**config.mk**
```make
export PLATFORM = sky130hd
export DESIGN_NAME = lpmc_top
export DESIGN_NICKNAME = d
export VERILOG_FILES = /design/src/lpmc_pkg.sv /design/src/lpmc_wake_timer.sv /design/src/lpmc_top.sv
export SDC_FILE = /design/constraint.sdc
export NUM_CORES = 1
export LEC_CHECK = 0
export BUFFER_PORTS_ARGS = -buffer_cell sky130_fd_sc_hd__buf_2
export CELL_PAD_IN_SITES_DETAIL_PLACEMENT = 0
export CELL_PAD_IN_SITES_GLOBAL_PLACEMENT = 2
export CORE_MARGIN = 5
export CORE_UTILIZATION = 25
export CTS_CLUSTER_SIZE = 10
export DETAILED_ROUTE_END_ITERATION = 10
export HOLD_SLACK_MARGIN = 0.03
export PLACE_DENSITY = 0.88
export SLEW_MARGIN = 20
export SYNTH_ARGS = -nofsm -noshare
export SYNTH_HDL_FRONTEND = slang
export SYNTH_SLANG_ARGS = --single-unit
```
**constraint.sdc**
```tcl
create_clock -name clk_i -period 1.8 [get_ports clk_i]
set_input_delay 0.36 -clock clk_i [delete_from_list [all_inputs] [get_ports clk_i]]
set_output_delay 0.36 -clock clk_i [all_outputs]
set_load 0.02 [all_outputs]
```
**src/lpmc_pkg.sv**
```systemverilog
// Constants shared by the low power mode controller and its oscillator settle timer.
// Assumes a 40 MHz system clock that keeps running while the controller is in deep sleep.
package lpmc_pkg;

   // ==========================================================================
   // Register map (byte addresses on the Wishbone bus)
   // ==========================================================================
   localparam logic [31:0] LPMC_ADDR_POWER_MODE  = 32'he01fc0c0;
   localparam logic [31:0] LPMC_ADDR_CLOCK_GATES = 32'he01fc0c4;

   // ==========================================================================
   // Field positions and reset values
   // ==========================================================================
   localparam int          LPMC_NAP_BIT          = 0;
   localparam int          LPMC_DEEP_BIT         = 1;
   localparam int          LPMC_MON_OFF_BIT      = 2;
   localparam logic [2:0]  LPMC_POWER_MODE_RST   = 3'h0;
   localparam logic [31:0] LPMC_CLOCK_GATES_RST  = 32'h001817be;
   // Only implemented peripheral gates hold a value; reserved bits read zero.
   localparam logic [31:0] LPMC_CLOCK_GATES_MASK = 32'h001817be;

   // ==========================================================================
   // Timing
   // ==========================================================================
   localparam int          LPMC_CLK_PERIOD_PS    = 25000;
   localparam int          LPMC_OSC_SETTLE_NS    = 50000;
   localparam int          LPMC_OSC_SETTLE_CYC   =
      (LPMC_OSC_SETTLE_NS * 1000 + LPMC_CLK_PERIOD_PS - 1) / LPMC_CLK_PERIOD_PS;
   localparam int          LPMC_TIMER_W          = 12;

   // ==========================================================================
   // Controller states
   // ==========================================================================
   typedef enum logic [1:0] {
      LPMC_ST_RUN,
      LPMC_ST_NAP,
      LPMC_ST_DEEP,
      LPMC_ST_OSC_WAIT
   } lpmc_state_e;

endpackage : lpmc_pkg

```
**src/lpmc_wake_timer.sv**
```systemverilog
// Oscillator settle timer: counts while start_i is high and then raises done_o.
// Assumes start_i comes from logic on the same clock and is held for the whole wait.
`timescale 1ns/1ps
`default_nettype none
module lpmc_wake_timer
   import lpmc_pkg::*;
(
   input  wire logic clk_i,
   input  wire logic rst_n_i,
   input  wire logic start_i,
   output logic      done_o
);
   import lpmc_pkg::*;

   localparam logic [LPMC_TIMER_W-1:0] SETTLE_LAST = LPMC_TIMER_W'(LPMC_OSC_SETTLE_CYC - 1);

   logic [LPMC_TIMER_W-1:0] count_r;

   // ==========================================================================
   // Settle counter
   // ==========================================================================
   always_ff @(posedge clk_i or negedge rst_n_i) begin
      if (!rst_n_i) begin
         count_r <= '0;
      end else if (!start_i) begin
         count_r <= '0;
      end else if (count_r != SETTLE_LAST) begin
         count_r <= count_r + 1'b1;
      end
   end

   assign done_o = start_i && (count_r == SETTLE_LAST);

   // ==========================================================================
   // Checks
   // ==========================================================================
   logic [LPMC_TIMER_W-1:0] run_len_r;
   always_ff @(posedge clk_i or negedge rst_n_i) begin
      if (!rst_n_i) begin
         run_len_r <= '0;
      end else if (!start_i) begin
         run_len_r <= '0;
      end else if (run_len_r != '1) begin
         run_len_r <= run_len_r + 1'b1;
      end
   end

   chk_settle_length: assert property (@(posedge clk_i) disable iff (!rst_n_i)
      done_o |-> (run_len_r == SETTLE_LAST))
      else $error("settle timer finished after the wrong number of cycles");

endmodule : lpmc_wake_timer
`default_nettype wire

```
**src/lpmc_top.sv**
```systemverilog
// Low power mode controller: power mode and peripheral clock gate registers on Wishbone,
// with clock, oscillator, pin hold and supply monitor controls for the rest of the chip.
// Assumes clk_i keeps running in deep sleep and the core reports when it is at an
// instruction boundary where its clock may be stopped.
//
// Overview of operation
// - Writing a one to either mode bit starts the matching reduced power mode.
// - Light sleep stops the processor clock while peripherals stay clocked.
// - Light sleep lasts until reset or an enabled peripheral or external interrupt.
// - Light sleep also stops memory, memory controller and internal bus clocks.
// - Deep sleep stops the oscillator and every on-chip clock.
// - With both mode bits set, deep sleep is entered.
// - Deep sleep keeps all state and holds the pin levels static.
// - Deep sleep ends only on reset or on a wake source that needs no clock.
// - An external wake from deep sleep restarts the oscillator, clears the deep bit and resumes.
// - After a deep wake the processor waits until the oscillator settle timer expires.
// - Sleep entry and wake fall on instruction boundaries so nothing is lost or repeated.
// - In deep sleep with the monitor-off bit clear, the supply monitor runs and its trip wakes the chip.
// - In deep sleep with the monitor-off bit set, the supply monitor is switched off.
// - Without the deep bit, the monitor-off bit does not affect the supply monitor.
// - Each peripheral clock gate bit, when set, lets the clock of its peripheral run; a clear bit gates it off.
//
// The Wishbone interface to the registers was chosen for this implementation.
`timescale 1ns/1ps
`default_nettype none
module lpmc_top
   import lpmc_pkg::*;
(
   input  wire logic        clk_i,
   input  wire logic        rstn_i,
   input  wire logic        wb_cyc_i,
   input  wire logic        wb_stb_i,
   input  wire logic        wb_we_i,
   input  wire logic [31:0] wb_adr_i,
   input  wire logic [3:0]  wb_sel_i,
   input  wire logic [31:0] wb_dat_i,
   output logic [31:0]      wb_dat_o,
   output logic             wb_ack_o,
   input  wire logic        core_at_boundary_i,
   input  wire logic        irq_wake_i,
   input  wire logic        ext_wake_i,
   input  wire logic        monitor_trip_i,
   output logic             cpu_clk_en_o,
   output logic             mem_bus_clk_en_o,
   output logic [31:0]      periph_clk_en_o,
   output logic             osc_en_o,
   output logic             pins_hold_o,
   output logic             monitor_en_o,
   output logic             monitor_reset_o
);
   import lpmc_pkg::*;

   // ==========================================================================
   // Reset release
   // ==========================================================================
   logic [1:0] rst_sync_r;
   logic       rst_n;

   always_ff @(posedge clk_i or negedge rstn_i) begin
      if (!rstn_i) begin
         rst_sync_r <= 2'h0;
      end else begin
         rst_sync_r <= {rst_sync_r[0], 1'b1};
      end
   end

   assign rst_n = rst_sync_r[1];

   // ==========================================================================
   // Pin synchronisers
   // ==========================================================================
   // Index 0 is the external wake pin, index 1 the supply monitor trip.
   logic [1:0] pin_raw;
   logic [1:0] pin_s1_r;
   logic [1:0] pin_s2_r;
   logic [1:0] pin_s3_r;
   logic [1:0] pin_f_r;
   logic       ext_wake;
   logic       monitor_trip;

   assign pin_raw = {monitor_trip_i, ext_wake_i};

   generate
      for (genvar gi = 0; gi < 2; gi++) begin : g_pin
         always_ff @(posedge clk_i or negedge rst_n) begin
            if (!rst_n) begin
               pin_s1_r[gi] <= 1'b0;
               pin_s2_r[gi] <= 1'b0;
               pin_s3_r[gi] <= 1'b0;
               pin_f_r[gi]  <= 1'b0;
            end else begin
               pin_s1_r[gi] <= pin_raw[gi];
               pin_s2_r[gi] <= pin_s1_r[gi];
               pin_s3_r[gi] <= pin_s2_r[gi];
               // A level counts only once two later stages agree on it.
               if (pin_s2_r[gi] == pin_s3_r[gi]) begin
                  pin_f_r[gi] <= pin_s3_r[gi];
               end
            end
         end
      end
   endgenerate

   assign ext_wake     = pin_f_r[0];
   assign monitor_trip = pin_f_r[1];

   // ==========================================================================
   // Wishbone slave
   // ==========================================================================
   logic        ack_r;
   logic        req;
   logic        hit_mode;
   logic        hit_gates;
   logic        wr_mode;
   logic        wr_gates;
   logic [31:0] rd_data_r;
   logic [2:0]  mode_r;
   logic [31:0] gates_r;
   logic [31:0] sel_mask;

   assign req       = wb_cyc_i && wb_stb_i;
   assign hit_mode  = (wb_adr_i[31:2] == LPMC_ADDR_POWER_MODE[31:2]);
   assign hit_gates = (wb_adr_i[31:2] == LPMC_ADDR_CLOCK_GATES[31:2]);
   // Writes land on the edge that closes the acknowledge cycle.
   assign wr_mode   = req && wb_we_i && ack_r && hit_mode && wb_sel_i[0];
   assign wr_gates  = req && wb_we_i && ack_r && hit_gates;
   assign sel_mask  = {{8{wb_sel_i[3]}}, {8{wb_sel_i[2]}}, {8{wb_sel_i[1]}}, {8{wb_sel_i[0]}}};

   always_ff @(posedge clk_i or negedge rst_n) begin
      if (!rst_n) begin
         ack_r <= 1'b0;
      end else begin
         ack_r <= req && !ack_r;
      end
   end

   // Unmapped addresses acknowledge with zero data and ignore writes.
   always_ff @(posedge clk_i or negedge rst_n) begin
      if (!rst_n) begin
         rd_data_r <= 32'h0;
      end else if (req && !ack_r) begin
         if (hit_mode) begin
            rd_data_r <= {29'h0, mode_r};
         end else if (hit_gates) begin
            rd_data_r <= gates_r;
         end else begin
            rd_data_r <= 32'h0;
         end
      end
   end

   assign wb_ack_o = ack_r;
   assign wb_dat_o = rd_data_r;

   // ==========================================================================
   // Controller state
   // ==========================================================================
   lpmc_state_e state_r;
   lpmc_state_e state_nxt;
   logic        settle_done;
   logic        deep_trip;

   assign deep_trip = monitor_trip && !mode_r[LPMC_MON_OFF_BIT];

   always_comb begin
      state_nxt = state_r;
      case (state_r)
         LPMC_ST_RUN: begin
            // The core stops only at an instruction boundary.
            if (core_at_boundary_i && mode_r[LPMC_DEEP_BIT]) begin
               state_nxt = LPMC_ST_DEEP;
            end else if (core_at_boundary_i && mode_r[LPMC_NAP_BIT]) begin
               state_nxt = LPMC_ST_NAP;
            end
         end
         LPMC_ST_NAP: begin
            if (irq_wake_i || ext_wake) begin
               state_nxt = LPMC_ST_RUN;
            end
         end
         LPMC_ST_DEEP: begin
            if (ext_wake || deep_trip) begin
               state_nxt = LPMC_ST_OSC_WAIT;
            end
         end
         LPMC_ST_OSC_WAIT: begin
            if (settle_done) begin
               state_nxt = LPMC_ST_RUN;
            end
         end
         default: begin
            state_nxt = LPMC_ST_RUN;
         end
      endcase
   end

   always_ff @(posedge clk_i or negedge rst_n) begin
      if (!rst_n) begin
         state_r <= LPMC_ST_RUN;
      end else begin
         state_r <= state_nxt;
      end
   end

   lpmc_wake_timer u_wake_timer (
      .clk_i   (clk_i),
      .rst_n_i (rst_n),
      .start_i (state_r == LPMC_ST_OSC_WAIT),
      .done_o  (settle_done)
   );

   // ==========================================================================
   // Registers
   // ==========================================================================
   // A software write wins over the hardware clear of the same cycle.
   always_ff @(posedge clk_i or negedge rst_n) begin
      if (!rst_n) begin
         mode_r <= LPMC_POWER_MODE_RST;
      end else if (wr_mode) begin
         mode_r <= wb_dat_i[2:0];
      end else begin
         if (state_r == LPMC_ST_NAP && state_nxt == LPMC_ST_RUN) begin
            mode_r[LPMC_NAP_BIT] <= 1'b0;
         end
         if (state_r == LPMC_ST_DEEP && state_nxt == LPMC_ST_OSC_WAIT) begin
            mode_r[LPMC_DEEP_BIT] <= 1'b0;
            mode_r[LPMC_NAP_BIT]  <= 1'b0;
         end
      end
   end

   always_ff @(posedge clk_i or negedge rst_n) begin
      if (!rst_n) begin
         gates_r <= LPMC_CLOCK_GATES_RST;
      end else if (wr_gates) begin
         gates_r <= ((gates_r & ~sel_mask) | (wb_dat_i & sel_mask)) & LPMC_CLOCK_GATES_MASK;
      end
   end

   always_ff @(posedge clk_i or negedge rst_n) begin
      if (!rst_n) begin
         monitor_reset_o <= 1'b0;
      end else begin
         monitor_reset_o <= (state_r == LPMC_ST_DEEP) && deep_trip && !ext_wake;
      end
   end

   // ==========================================================================
   // Clock and power controls
   // ==========================================================================
   logic clocks_on;
   assign clocks_on        = (state_r == LPMC_ST_RUN);
   assign cpu_clk_en_o     = clocks_on;
   assign mem_bus_clk_en_o = clocks_on;
   assign periph_clk_en_o  = (clocks_on || state_r == LPMC_ST_NAP) ? gates_r : 32'h0;
   assign osc_en_o         = (state_r != LPMC_ST_DEEP);
   assign pins_hold_o      = (state_r == LPMC_ST_DEEP);
   assign monitor_en_o     = !(state_r == LPMC_ST_DEEP && mode_r[LPMC_MON_OFF_BIT]);

   // ==========================================================================
   // Checks
   // ==========================================================================
   chk_nap_clocks: assert property (@(posedge clk_i) disable iff (!rst_n)
      state_r == LPMC_ST_NAP |-> !cpu_clk_en_o && !mem_bus_clk_en_o && periph_clk_en_o == gates_r)
      else $error("light sleep clocks wrong");

   chk_deep_off: assert property (@(posedge clk_i) disable iff (!rst_n)
      state_r == LPMC_ST_DEEP |-> !osc_en_o && periph_clk_en_o == 32'h0 && pins_hold_o && !cpu_clk_en_o)
      else $error("deep sleep left a clock running");

   chk_deep_priority: assert property (@(posedge clk_i) disable iff (!rst_n)
      state_r == LPMC_ST_RUN && core_at_boundary_i && mode_r[LPMC_DEEP_BIT] && !wr_mode
      |=> state_r == LPMC_ST_DEEP)
      else $error("deep sleep not entered");

   chk_nap_wake: assert property (@(posedge clk_i) disable iff (!rst_n)
      state_r == LPMC_ST_NAP && irq_wake_i |=> state_r == LPMC_ST_RUN && !mode_r[LPMC_NAP_BIT])
      else $error("light sleep did not end on interrupt");

   chk_ext_wake: assert property (@(posedge clk_i) disable iff (!rst_n)
      state_r == LPMC_ST_DEEP && ext_wake
      |=> state_r == LPMC_ST_OSC_WAIT && osc_en_o && !mode_r[LPMC_DEEP_BIT])
      else $error("external wake did not restart the oscillator");

   chk_hold_exec: assert property (@(posedge clk_i) disable iff (!rst_n)
      state_r == LPMC_ST_OSC_WAIT && !settle_done |=> !cpu_clk_en_o)
      else $error("processor resumed before oscillator settled");

   chk_deep_exit: assert property (@(posedge clk_i) disable iff (!rst_n)
      state_r == LPMC_ST_DEEP && !ext_wake && !deep_trip |=> state_r == LPMC_ST_DEEP)
      else $error("deep sleep left without a wake source");

   chk_monitor_trip: assert property (@(posedge clk_i) disable iff (!rst_n)
      state_r == LPMC_ST_DEEP && deep_trip && !ext_wake |=> monitor_reset_o && state_r == LPMC_ST_OSC_WAIT)
      else $error("supply monitor trip did not release deep sleep");

   chk_monitor_off: assert property (@(posedge clk_i) disable iff (!rst_n)
      state_r == LPMC_ST_DEEP && mode_r[LPMC_MON_OFF_BIT] |-> !monitor_en_o)
      else $error("supply monitor left on in deep sleep");

   chk_monitor_awake: assert property (@(posedge clk_i) disable iff (!rst_n)
      !mode_r[LPMC_DEEP_BIT] |-> monitor_en_o)
      else $error("monitor-off bit acted without deep sleep");

   chk_entry_boundary: assert property (@(posedge clk_i) disable iff (!rst_n)
      $past(state_r) == LPMC_ST_RUN && state_r != LPMC_ST_RUN |-> $past(core_at_boundary_i))
      else $error("sleep entered off an instruction boundary");

   chk_gates_run: assert property (@(posedge clk_i) disable iff (!rst_n)
      wr_gates ##1 state_r == LPMC_ST_RUN |-> periph_clk_en_o == ($past(wb_dat_i) & LPMC_CLOCK_GATES_MASK)
         || $past(wb_sel_i) != 4'hf)
      else $error("peripheral gates do not follow the register");

   chk_mode_write: assert property (@(posedge clk_i) disable iff (!rst_n)
      wr_mode |=> mode_r == $past(wb_dat_i[2:0]))
      else $error("power mode write lost");

endmodule : lpmc_top
`default_nettype wire

```
; After elaboration in Yosys (flattened, before gate mapping)
; Index checks and enable logic that the tools add are counted.
[word_totals]
latch_bits = 0
romBits = 0
in_bits = 77
register_bits = 73
ram_bits = 0
n_memories = 0
[classes]
addsub = 1
mul = 0
n_bitwise = 4
reduce_logical = 27
n_shift = 0
order_cmp = 0
div_mod_pow = 0
n_eq_ne = 12
n_mux = 14
[ops]
columns = cell, count
row1 = $mux 21, 3
row2 = $eq 30x30->1 const B, 2
row3 = $and 21x21->21, 2
row4 = $mux 12, 2
row5 = $not 21->21, 1
row6 = $or 21x21->21, 1
row7 = $logic_and 1x1->1, 16
row8 = $mux 2, 7
row9 = $add 12x1->12 const B, 1
row10 = $eq 12x11->1 const B, 1
row11 = $ne 12x11->1 const B, 1
row12 = $pmux 2 s4, 1
row13 = $eq 2x2->1 const B, 3
row14 = $logic_not 1->1, 4
row15 = $logic_not 2->1, 2
row16 = $ne 2x2->1 const B, 2
row17 = $logic_or 1x1->1, 3
row18 = $reduce_bool 3->1, 1
row19 = $eq 1x1->1, 2
row20 = $eq 2x1->1 const B, 1
row21 = $reduce_bool 2->1, 1
row22 = $mux 1, 1

; Logic depth before layout (Yosys ltp)
; Gate-level depths: netlist (run 1).
[depth]
depth_word = 10
ltp_mapped = 6
ltp_nobuf = 6

; Cells and area by module
; Synthesis (run 1) repeated with hierarchy kept, for this count alone.
[hier_totals]
hier_cells = 245
area_unflattened_um2 = 2770.2
[by_module_without_submodules]
columns = mod, area_per_inst_um2, cells_per_inst, n_inst
row1 = lpmc_top, 2129.5, 182, 1
row2 = lpmc_wake_timer, 640.6, 63, 1

; Worst setup path before layout (run 1)
; Ideal clock, no wire load.
[synth_path]
path_kind = input-to-reg
from = in wb_adr_i[9]
to = reg with a tool-made name
arrival_ps = 2135
cell_stages = 4
required_time_ps = 1718
slack_ps = -418
path_buffers = 0
setup_time_ps = 82
path_cell_list = or4_4 -> or4_4 -> nor3_4 -> mux2_2
[synth_lines]
columns = element, line
row1 = "start, declared", lpmc_top.sv:34  ; input wire logic [31:0] wb_adr_i,

==> results.py, run 1 <==
metrics = {
    "synth": {
        "syn_area_per_cell_sq_um": 10.23,
        "synth-edff-count": 0,
        "syn_inst": 272,
        "ys.flop_type": "dfrtp_1",
        "async_flop_share_pct": 100.0,
        "syn_area_sq_um": 2783,
        "ys_ff_latch": 54,
        "ys_types": 39,
        "yosysSeqAreaShare_pct": 49.10,
        "yosys_warnings": 0,
    },
    "global_route": {
        "grt_pass1_vias": 2140,
        "overflow": 0,
        "antenna_found_initial": 0,
        "grt_use_total_pct": 10.15,
        "grt_pass1_wl_mm": 10.67,
        "grt_max_degree": 53,
    },
    "placement": {
        "post_dp_cell_area_sq_um": 3373,
        "io_buffers": 86,
        "hpwl_mm": 5.325,
        "gp_congestion": 0.7739,
    },
    "setup_path": {
        "critPathMaxStageDelay_ns": 0.54,
        "crit_slowest_cell": "or4_4",
        "startpoint_type": "input port",
        "path_cells": "buf_6, or4_4, or4_4, nor3_4, buf_12, mux2_2",
        "path_max_fanout": 6,
        "crit_required_ns": 2.03,
        "crit_type": "input port to register",
        "path_common_cell": "or4_4",
        "worst_setup_path_end_kind": "register",
        "worst_ep_arrival_time_ns": 2.12,
    },
    "worst_hold_path": {
        "min_path_type": "input port to register",
    },
    "timing": {
        "post-route-min-period_ns": 1.885,
        "drv_slew": 0,
        "relSlewSlack_pct": 55.07,
        "setup_slack_ns": -0.08483,
        "setup-tns-final_ns": -0.7343,
        "grt_setup_unrepaired": "yes",
        "hold_viol": 0,
        "timing.hold.ws_ns": 0.1596,
        "setup_viol": 14,
        "finClkSkew_ns": 0.002225,
        "worst_pin_slew_ns": 0.6740,
        "period_share_pct": 104.7,
        "max_freq_mhz": 530.6,
    },
    "clock_network": {
        "path_clk_slew_ns": 0.09,
        "clkLatencyLatePin_ns": 0.30,
        "h-tree-depth": 2,
        "clock_sinks": 54,
        "cts_tree": "done",
        "cts.path.max_buffers": 2,
        "cts_buffers": 5,
        "cts-root-buf": "clkbuf_8",
    },
    "die": {
        "core-area_sq_um": 10890,
        "rows": 38,
        "floorplan.initialDensity_pct": 25.56,
        "die_y_um": 115.5,
        "ios": 148,
        "die_area_sq_um": 13340,
        "die_x_um": 115.5,
    },
    "drt": {
        "wl_mm": 6.714,
        "num_vias": 2144,
        "viasPerCell": 4.188,
        "drt_iter0_markers": 112,
        "ant_nets": 0,
        "first_pass_iters": 4,
        "detail_route.wl_per_cell_um": 13.11,
        "drc": 0,
    },
    "cells_and_area": {
        "fillers": 1144,
        "diodes": 0,
        "area_growth_pct": 26.93,
        "finish.utilization_pct": 32.44,
        "drive_above_1_share_pct": 39.25,
        "multiInputGateArea_sq_um": 1257,
        "final_area_sq_um": 3532,
        "layout.nets": 449,
        "seqCellArea_sq_um": 1368,
    },
    "job": {
        "maxCapViolations": 0,
    },
    "power_and_ir_drop": {
        "pwr_density_cell_nw_per_um2": 741.1,
        "peakVddDrop_mv": 0.4506,
        "p_leak_uw": 0.001707,
    },
    "outcome": {
        "status": "finished with violations",
        "violations": "setup timing",
    },
}
==> cells in the mapped netlist (2+ instances only) <==
library cell / instances / area [sq um]
a21oi_1: 3 / 15.01
and4_1: 2 / 17.52
buf_4: 40 / 300.3
clkbuf_1: 8 / 30.03
conb_1: 2 / 7.510
dfrtp_1: 42 / 1051
dfstp_2: 12 / 315.3
inv_1: 7 / 26.28
maj3_1: 2 / 20.02
mux2_2: 14 / 157.7
mux2i_1: 2 / 20.02
nand2_1: 25 / 93.84
nand3_1: 17 / 85.08
nand3b_1: 2 / 15.01
nand4_1: 9 / 56.30
nand4b_1: 2 / 17.52
nor2_1: 15 / 56.30
nor2b_1: 13 / 81.33
nor3_1: 6 / 30.03
nor3_4: 2 / 32.53
nor3b_1: 2 / 15.01
nor4_1: 4 / 25.02
nor4bb_1: 2 / 20.02
o211ai_1: 2 / 15.01
o21ai_0: 14 / 70.07
or4_1: 2 / 15.01
or4_4: 2 / 22.52
xnor2_1: 8 / 70.07
==> metal layers <==
| metal | wire length [um] | GRT usage (%) |
|---|---|---|
| met5 | 0 | 0 |
| met4 | 64 | 2.582 |
| met3 | 535 | 2.507 |
| met2 | 3381 | 17.67 |
| met1 | 2732 | 12.60 |
==> through the flow <==
step                      total power, uW  setup slack [ns]  cells
after floorplan                      1730           -0.2429    310
after global placement               1823           -0.4084    502
after detailed placement             1835           -0.4738    502
after CTS                            2661           -0.1175    512
after global routing                 2773           -0.1088    512
final                                2618          -0.08483    512
==> path summary, 6_finish.rpt <==
path,cells past startpoint,end,start,slack (ns)
worst min register to register,0,rst_sync_r[1],rst_sync_r[0],0.36
min in group asynchronous,2,rst_sync_r[1],rstn_i,0.36
worst max-delay path,6,register,wb_adr_i[9],-0.08
worst max register to register,5,register,wb_ack_o,0.17
worst min-delay path,1,pin_s1_r[1],monitor_trip_i,0.16
max in group asynchronous,1,wb_dat_o[9],rst_sync_r[1],0.96
==> where the power goes <==
part           leakage, uW  switching [uW]  total (uW)  internal [uW]
Combinational     0.000977             309         469            160
Clock            0.0000579             395         805            410
Sequential        0.000672            60.7        1340           1280
==> cell families (layout without fill, tap and decap cells) <==
family | after synthesis | in the layout | synth area share [%]
xor gates and xnor gates | 8 | 8 | 2.518
buffers and inverters | 55 | 117 | 12.82
adders and majority gates | 3 | 3 | 1.169
AOI/OAI and AO/OA | 22 | 22 | 4.496
DFF | 54 | 54 | 49.10
muxes | 16 | 16 | 6.385
other | 2 | 40 | 0.2699
and+or+nand+nor | 112 | 112 | 23.25
==> cell type report <==
cell class,count,area share (%)
multi-input combinational,201,35.60
inverter,7,0.7439
tap,140,4.959
timing repair buffer,102,16.90
clock inverter,3,1.134
sequential,54,38.72
clock buffer,5,1.948
==> worst max-delay path, delay by kind of cell <==
kind | cells | cell delay [ns]
muxes | 1 | 0.33
and+or+nand+nor | 3 | 1.20
buffers and inverters | 2 | 0.23
==> placed cells by master, fill, tap and decap left out, types with 12 or more instances in the layout <==
cell      n
conb_1   40
nand3_1  17
nor2_1   15
buf_2    85
nand2_1  25
buf_4    12
dfrtp_1  41
nor2b_1  13
dfstp_2  12
==> repair_timing <==
item	in CTS	in global routing
endpoints found under the setup margin	15	19
hold buffers	1	0
resized for setup	4	5
pin swaps	1	1
endpoints found under the hold margin	2	0
buffers inserted	1	0
Note: power is estimated with default switching activity, not from simulation.
==> run 2, diff against run 1 <==
--- a/config.mk
+++ b/config.mk
@@ -9,4 +9,5 @@
 export CELL_PAD_IN_SITES_DETAIL_PLACEMENT = 0
 export CELL_PAD_IN_SITES_GLOBAL_PLACEMENT = 2
+export CORE_ASPECT_RATIO = 0.9
 export CORE_MARGIN = 5
 export CORE_UTILIZATION = 25
==> constraint.sdc (replaced) <==
create_clock -name clk_i -period 1.8 [get_ports clk_i]
set_input_delay 0.09 -clock clk_i [delete_from_list [all_inputs] [get_ports clk_i]]
set_output_delay 0.09 -clock clk_i [all_outputs]
set_load 0.02 [all_outputs]
==> run 2 against run 1 <==
Against the previous run: the run now ends clean; flip-flop and latch count is the same; via count is 0.37% higher; maximum frequency increased by 12%; non-clock buffer count decreased by 1; global-route usage decreased by 0.11 points; count of clock-buffer cells in the layout did not move.
==> results.py, run 2 (synthesized netlist as in run 1, its figures left out) <==
metrics = {
    "die": {
        "rows": 36,
        "die_x_um": 121.2,
        "core-area_sq_um": 10860,
        "die_y_um": 110.1,
        "floorplan.initialDensity_pct": 25.63,
        "ios": 148,
        "die_area_sq_um": 13340,
    },
    "setup_path": {
        "worst_ep_arrival_time_ns": 1.90,
        "crit_required_ns": 2.01,
        "path_max_fanout": 4,
        "cp.depth": 5,
        "worstRegToRegCells": 4,
        "crit_slowest_cell": "or4_4",
        "crit_type": "input port to register",
        "crit_buf_inv": 1,
        "rrSetupSlack_ns": 0.24,
        "worst_setup_path_end_kind": "register",
        "crit_family": "simple AND/OR/NAND/NOR gates",
        "startpoint": "wb_adr_i[9]",
        "startpoint_type": "input port",
        "path_common_cell": "or4_4",
        "r2r-start": "wb_ack_o",
        "path_cells": "buf_2, or4_4, or4_4, nor3_4, mux2_2",
        "critPathMaxStageDelay_ns": 0.54,
    },
    "clock_network": {
        "clkLatencyLatePin_ns": 0.29,
        "cts-root-buf": "clkbuf_16",
        "cts_tree": "done",
        "path_clk_slew_ns": 0.07,
        "clock_sinks": 54,
        "h-tree-depth": 2,
        "cts.path.max_buffers": 2,
        "cts_buffers": 5,
    },
    "timing": {
        "max_freq_mhz": 592.0,
        "setup-tns-final_ns": 0,
        "finClkSkew_ns": 0.004762,
        "hold_viol": 0,
        "drv_slew": 0,
        "post-route-min-period_ns": 1.689,
        "period_share_pct": 93.85,
        "grt_setup_unrepaired": "no",
        "setup_viol": 0,
    },
    "global_route": {
        "grt_pass1_vias": 2195,
        "grt_max_degree": 53,
        "antenna_found_initial": 0,
        "overflow": 0,
        "grt_use_total_pct": 10.04,
        "grt_pass1_wl_mm": 10.72,
    },
    "placement": {
        "hpwl_mm": 5.370,
        "io_buffers": 86,
        "gp_congestion": 0.7404,
    },
    "cells_and_area": {
        "seqCellArea_sq_um": 1368,
        "fillers": 1135,
        "layout_common_cells": "buf_2 (86), dfrtp_1 (41), conb_1 (40)",
        "multiInputGateArea_sq_um": 1220,
        "diodes": 0,
        "area_growth_pct": 27.16,
        "final_common_cell": "buf_2",
        "layout.nets": 448,
        "finish.utilization_pct": 32.60,
        "drive_above_1_share_pct": 38.27,
    },
    "outcome": {
        "status": "completed",
    },
    "power_and_ir_drop": {
        "peakVddDrop_mv": 0.3706,
        "p_leak_uw": 0.001686,
        "p_total_uw": 2899,
        "pwr_density_cell_nw_per_um2": 819.4,
    },
    "drt": {
        "wl_mm": 6.770,
        "detail_route.wl_per_cell_um": 12.94,
        "first_pass_iters": 4,
        "drc": 0,
        "viasPerCell": 4.115,
        "ant_nets": 0,
        "drt_iter0_markers": 72,
        "num_vias": 2152,
    },
    "worst_hold_path": {
        "min_path_type": "input port to register",
        "holdPathStages": 2,
        "hold_path_startpoint": "wb_dat_i[5]",
    },
    "job": {
        "maxCapViolations": 0,
    },
}
## run 2: worst max-delay path by stage
stage	to	slack (ns)
2_1_floorplan	register	0.03
3_3_place_gp	register	-0.15
3_5_place_dp	register	-0.21
4_1_cts	register	0.09
5_1_grt	register	0.06
6_report	register	0.11
## run 2: layout make-up
class / instances / area share [%]
flip-flops and latches: 54 / 38.65
multi-input cells: 201 / 34.48
repair buffers: 101 / 15.98
well taps: 152 / 5.375
clock buffers: 5 / 3.536
clock inverters: 3 / 1.238
inverters: 7 / 0.7426
## run 2: metal layers
| layer | global-route usage (%) | up-vias | share of wire [%] |
|---|---|---|---|
| met2 | 17.02 | 71 | 49 |
| met5 | 0 | - | 0 |
| li1 | - | 1060 | - |
| met4 | 2.960 | 0 | 1.4 |
| met1 | 12.69 | 1013 | 43 |
| met3 | 2.653 | 8 | 6.9 |
## run 2: power breakdown
part	switching (uW)	internal [uW]
Combinational	284	153
Clock	439	659
Sequential	82.1	1280
Total	804	2090
## run 2: worst reg2reg max path: cells and delay by family, from the launching register on
family	cells	cell delay [ns]
DFF	1	0.37
muxes	1	0.39
and+or+nand+nor	3	0.73
## run 2: stage by stage
step / std cells / cell area [sq um] / setup slack (ns) / hold slack (ns)
after floorplan: 310 / 2937 / 0.02707 / -0.2056
after global placement: 510 / 3322 / -0.1520 / -0.1255
after detailed placement: 510 / 3322 / -0.2094 / -0.1214
after CTS: 521 / 3521 / 0.09481 / 0.03142
after global routing: 523 / 3538 / 0.05673 / 0.03541
final: 523 / 3538 / 0.1108 / 0.03651
## run 2: repair_timing
item	CTS	global route
hold buffers	3	1
hold endpoints to repair	4	1
setup buffers	0	1
setup endpoints to repair	0	1
resized for setup	0	0
==> run 3, diff against run 2 <==
Settings changed: CORE_ASPECT_RATIO 0.9 to default.
==> run 3 against run 2 <==
Against the previous run: worst setup slack improved by 0.028 ns; maximum frequency rose by 1.7%; cell area rose by 0.67%; wire length rose by 2.5%; power fell by 11%; non-clock buffer count rose by 10; critical path depth did not move; via count rose by 2.4%; cell count fell by 0.38%; critical path type unchanged; largest power group unchanged.
==> results.py, run 3 (synthesized netlist as in run 1, its figures left out) <==
metrics = {
    "outcome": {
        "status": "completed",
    },
    "clock_network": {
        "h-tree-depth": 2,
        "cts.path.max_buffers": 2,
        "cts_tree": "done",
        "cts_buffers": 5,
        "cts_resized": 0,
        "postCtsSetupRepairBufs": 0,
        "cts-hold-fix-buffers": 15,
        "cts-root-buf": "clkbuf_8",
        "path_clk_slew_ns": 0.10,
        "clkLatencyLatePin_ns": 0.31,
        "clock_sinks": 54,
    },
    "cells_and_area": {
        "drive_above_1_share_pct": 37.01,
        "diodes": 0,
        "layout_common_cells": "buf_2 (86), dfrtp_1 (41), conb_1 (40)",
        "layout.nets": 458,
        "area_growth_pct": 28.01,
        "final_common_cell": "buf_2",
    },
    "global_route": {
        "antenna_found_initial": 0,
        "overflow": 0,
        "grt_pass1_vias": 2263,
        "grt_use_total_pct": 10.49,
        "grt_max_degree": 53,
        "grt_pass1_wl_mm": 11.16,
    },
    "power_and_ir_drop": {
        "p_seq_share_pct": 52.5,
        "clock_power_share_pct": 29.4,
        "power_switching_uw": 772.7,
        "p_int_uw": 1807,
        "switching_share_pct": 29.95,
        "pwr_density_cell_nw_per_um2": 724.2,
        "p_leak_uw": 0.001696,
        "peakVddDrop_mv": 0.2645,
        "p_total_uw": 2580,
        "combinationalPowerShare_pct": 18.1,
    },
    "drt": {
        "drt_iter0_markers": 127,
        "wl_mm": 6.940,
        "detail_route.wl_per_cell_um": 13.32,
        "ant_nets": 0,
        "num_vias": 2204,
        "first_pass_iters": 4,
        "drc": 0,
        "viasPerCell": 4.230,
    },
    "placement": {
        "io_buffers": 86,
        "dp_slack_ns": -0.2103,
        "hpwl_mm": 5.479,
        "gp_congestion": 0.7529,
    },
    "timing": {
        "period_share_pct": 92.28,
        "drv_slew": 0,
        "post-route-min-period_ns": 1.661,
        "finClkSkew_ns": 0.009310,
        "setup_viol": 0,
        "setup_slack_ns": 0.1389,
        "max_freq_mhz": 602.0,
        "hold_viol": 0,
        "grt_setup_unrepaired": "no",
    },
    "die": {
        "die_area_sq_um": 13340,
        "ios": 148,
        "rows": 38,
        "floorplan.initialDensity_pct": 25.56,
        "die_x_um": 115.5,
        "core-area_sq_um": 10890,
        "die_y_um": 115.5,
    },
    "setup_path": {
        "rrSetupSlack_ns": 0.18,
        "path_max_fanout": 6,
        "worst_ep_arrival_time_ns": 1.91,
        "worst_setup_path_end_kind": "register",
        "r2r-start": "wb_ack_o",
        "worstRegToRegCells": 4,
        "crit_required_ns": 2.05,
        "startpoint_type": "input port",
        "crit_type": "input port to register",
        "startpoint": "wb_adr_i[9]",
    },
    "worst_hold_path": {
        "min_path_type": "input port to register",
    },
    "job": {
        "maxCapViolations": 0,
    },
}
==> run 3: routing by layer <==
metal	routed length, um	global-route usage, %
met5	0	0
met4	112	3.599
met3	387	2.193
met2	3393	17.59
met1	3045	13.47
==> run 3: worst max-delay path, stage by stage <==
cell	delay, ns
buf_2	0.10
or4_4	0.55
or4_4	0.48
nor3_4	0.30
mux2_2	0.39
==> run 3: area by class of cell <==
cell class                 count  area, sq um
clock buffer                   7        96.34
clock inverter                 1        8.758
fill                        1126         7326
inverter                       7        26.28
multi-input combinational    201         1220
sequential                    54         1368
tap                          140        175.2
timing repair buffer         111        668.1
==> run 3: power groups by stage <==
| stage | clock (uW) | sequential [uW] | combinational, uW |
|---|---|---|---|
| floorplan | 0 | 1380 | 347 |
| global placement | 0 | 1370 | 436 |
| detailed placement | 0 | 1380 | 444 |
| CTS | 792 | 1360 | 472 |
| global route | 838 | 1370 | 531 |
| finish | 757 | 1360 | 467 |
==> run 3: stage by stage <==
stage          utilization [%]  hold WS, ns  cells  setup TNS (ns)  instance area (sq um)
3_5_place_dp             30.37      -0.1215    498          -2.416                   3307
4_1_cts                  32.72      0.03586    521               0                   3562
5_1_grt                  32.72      0.04051    521               0                   3562
2_1_floorplan                -      -0.2056    310               0                   2937
3_3_place_gp             30.37      -0.1257    498          -1.922                   3307
6_report                 32.72      0.04512    521               0                   3562
==> run 3: worst min path at each step <==
stage	startpoint	end	slack, ns	depth (start not counted)
detailed placement	rstn_i	rst_sync_r[0]	-0.12	1
finish	wb_dat_i[2]	register	0.05	2
floorplan	rstn_i	rst_sync_r[0]	-0.21	0
CTS	wb_dat_i[2]	mode_r[2]	0.04	2
global route	wb_dat_i[2]	register	0.04	2
global placement	rstn_i	rst_sync_r[0]	-0.13	1
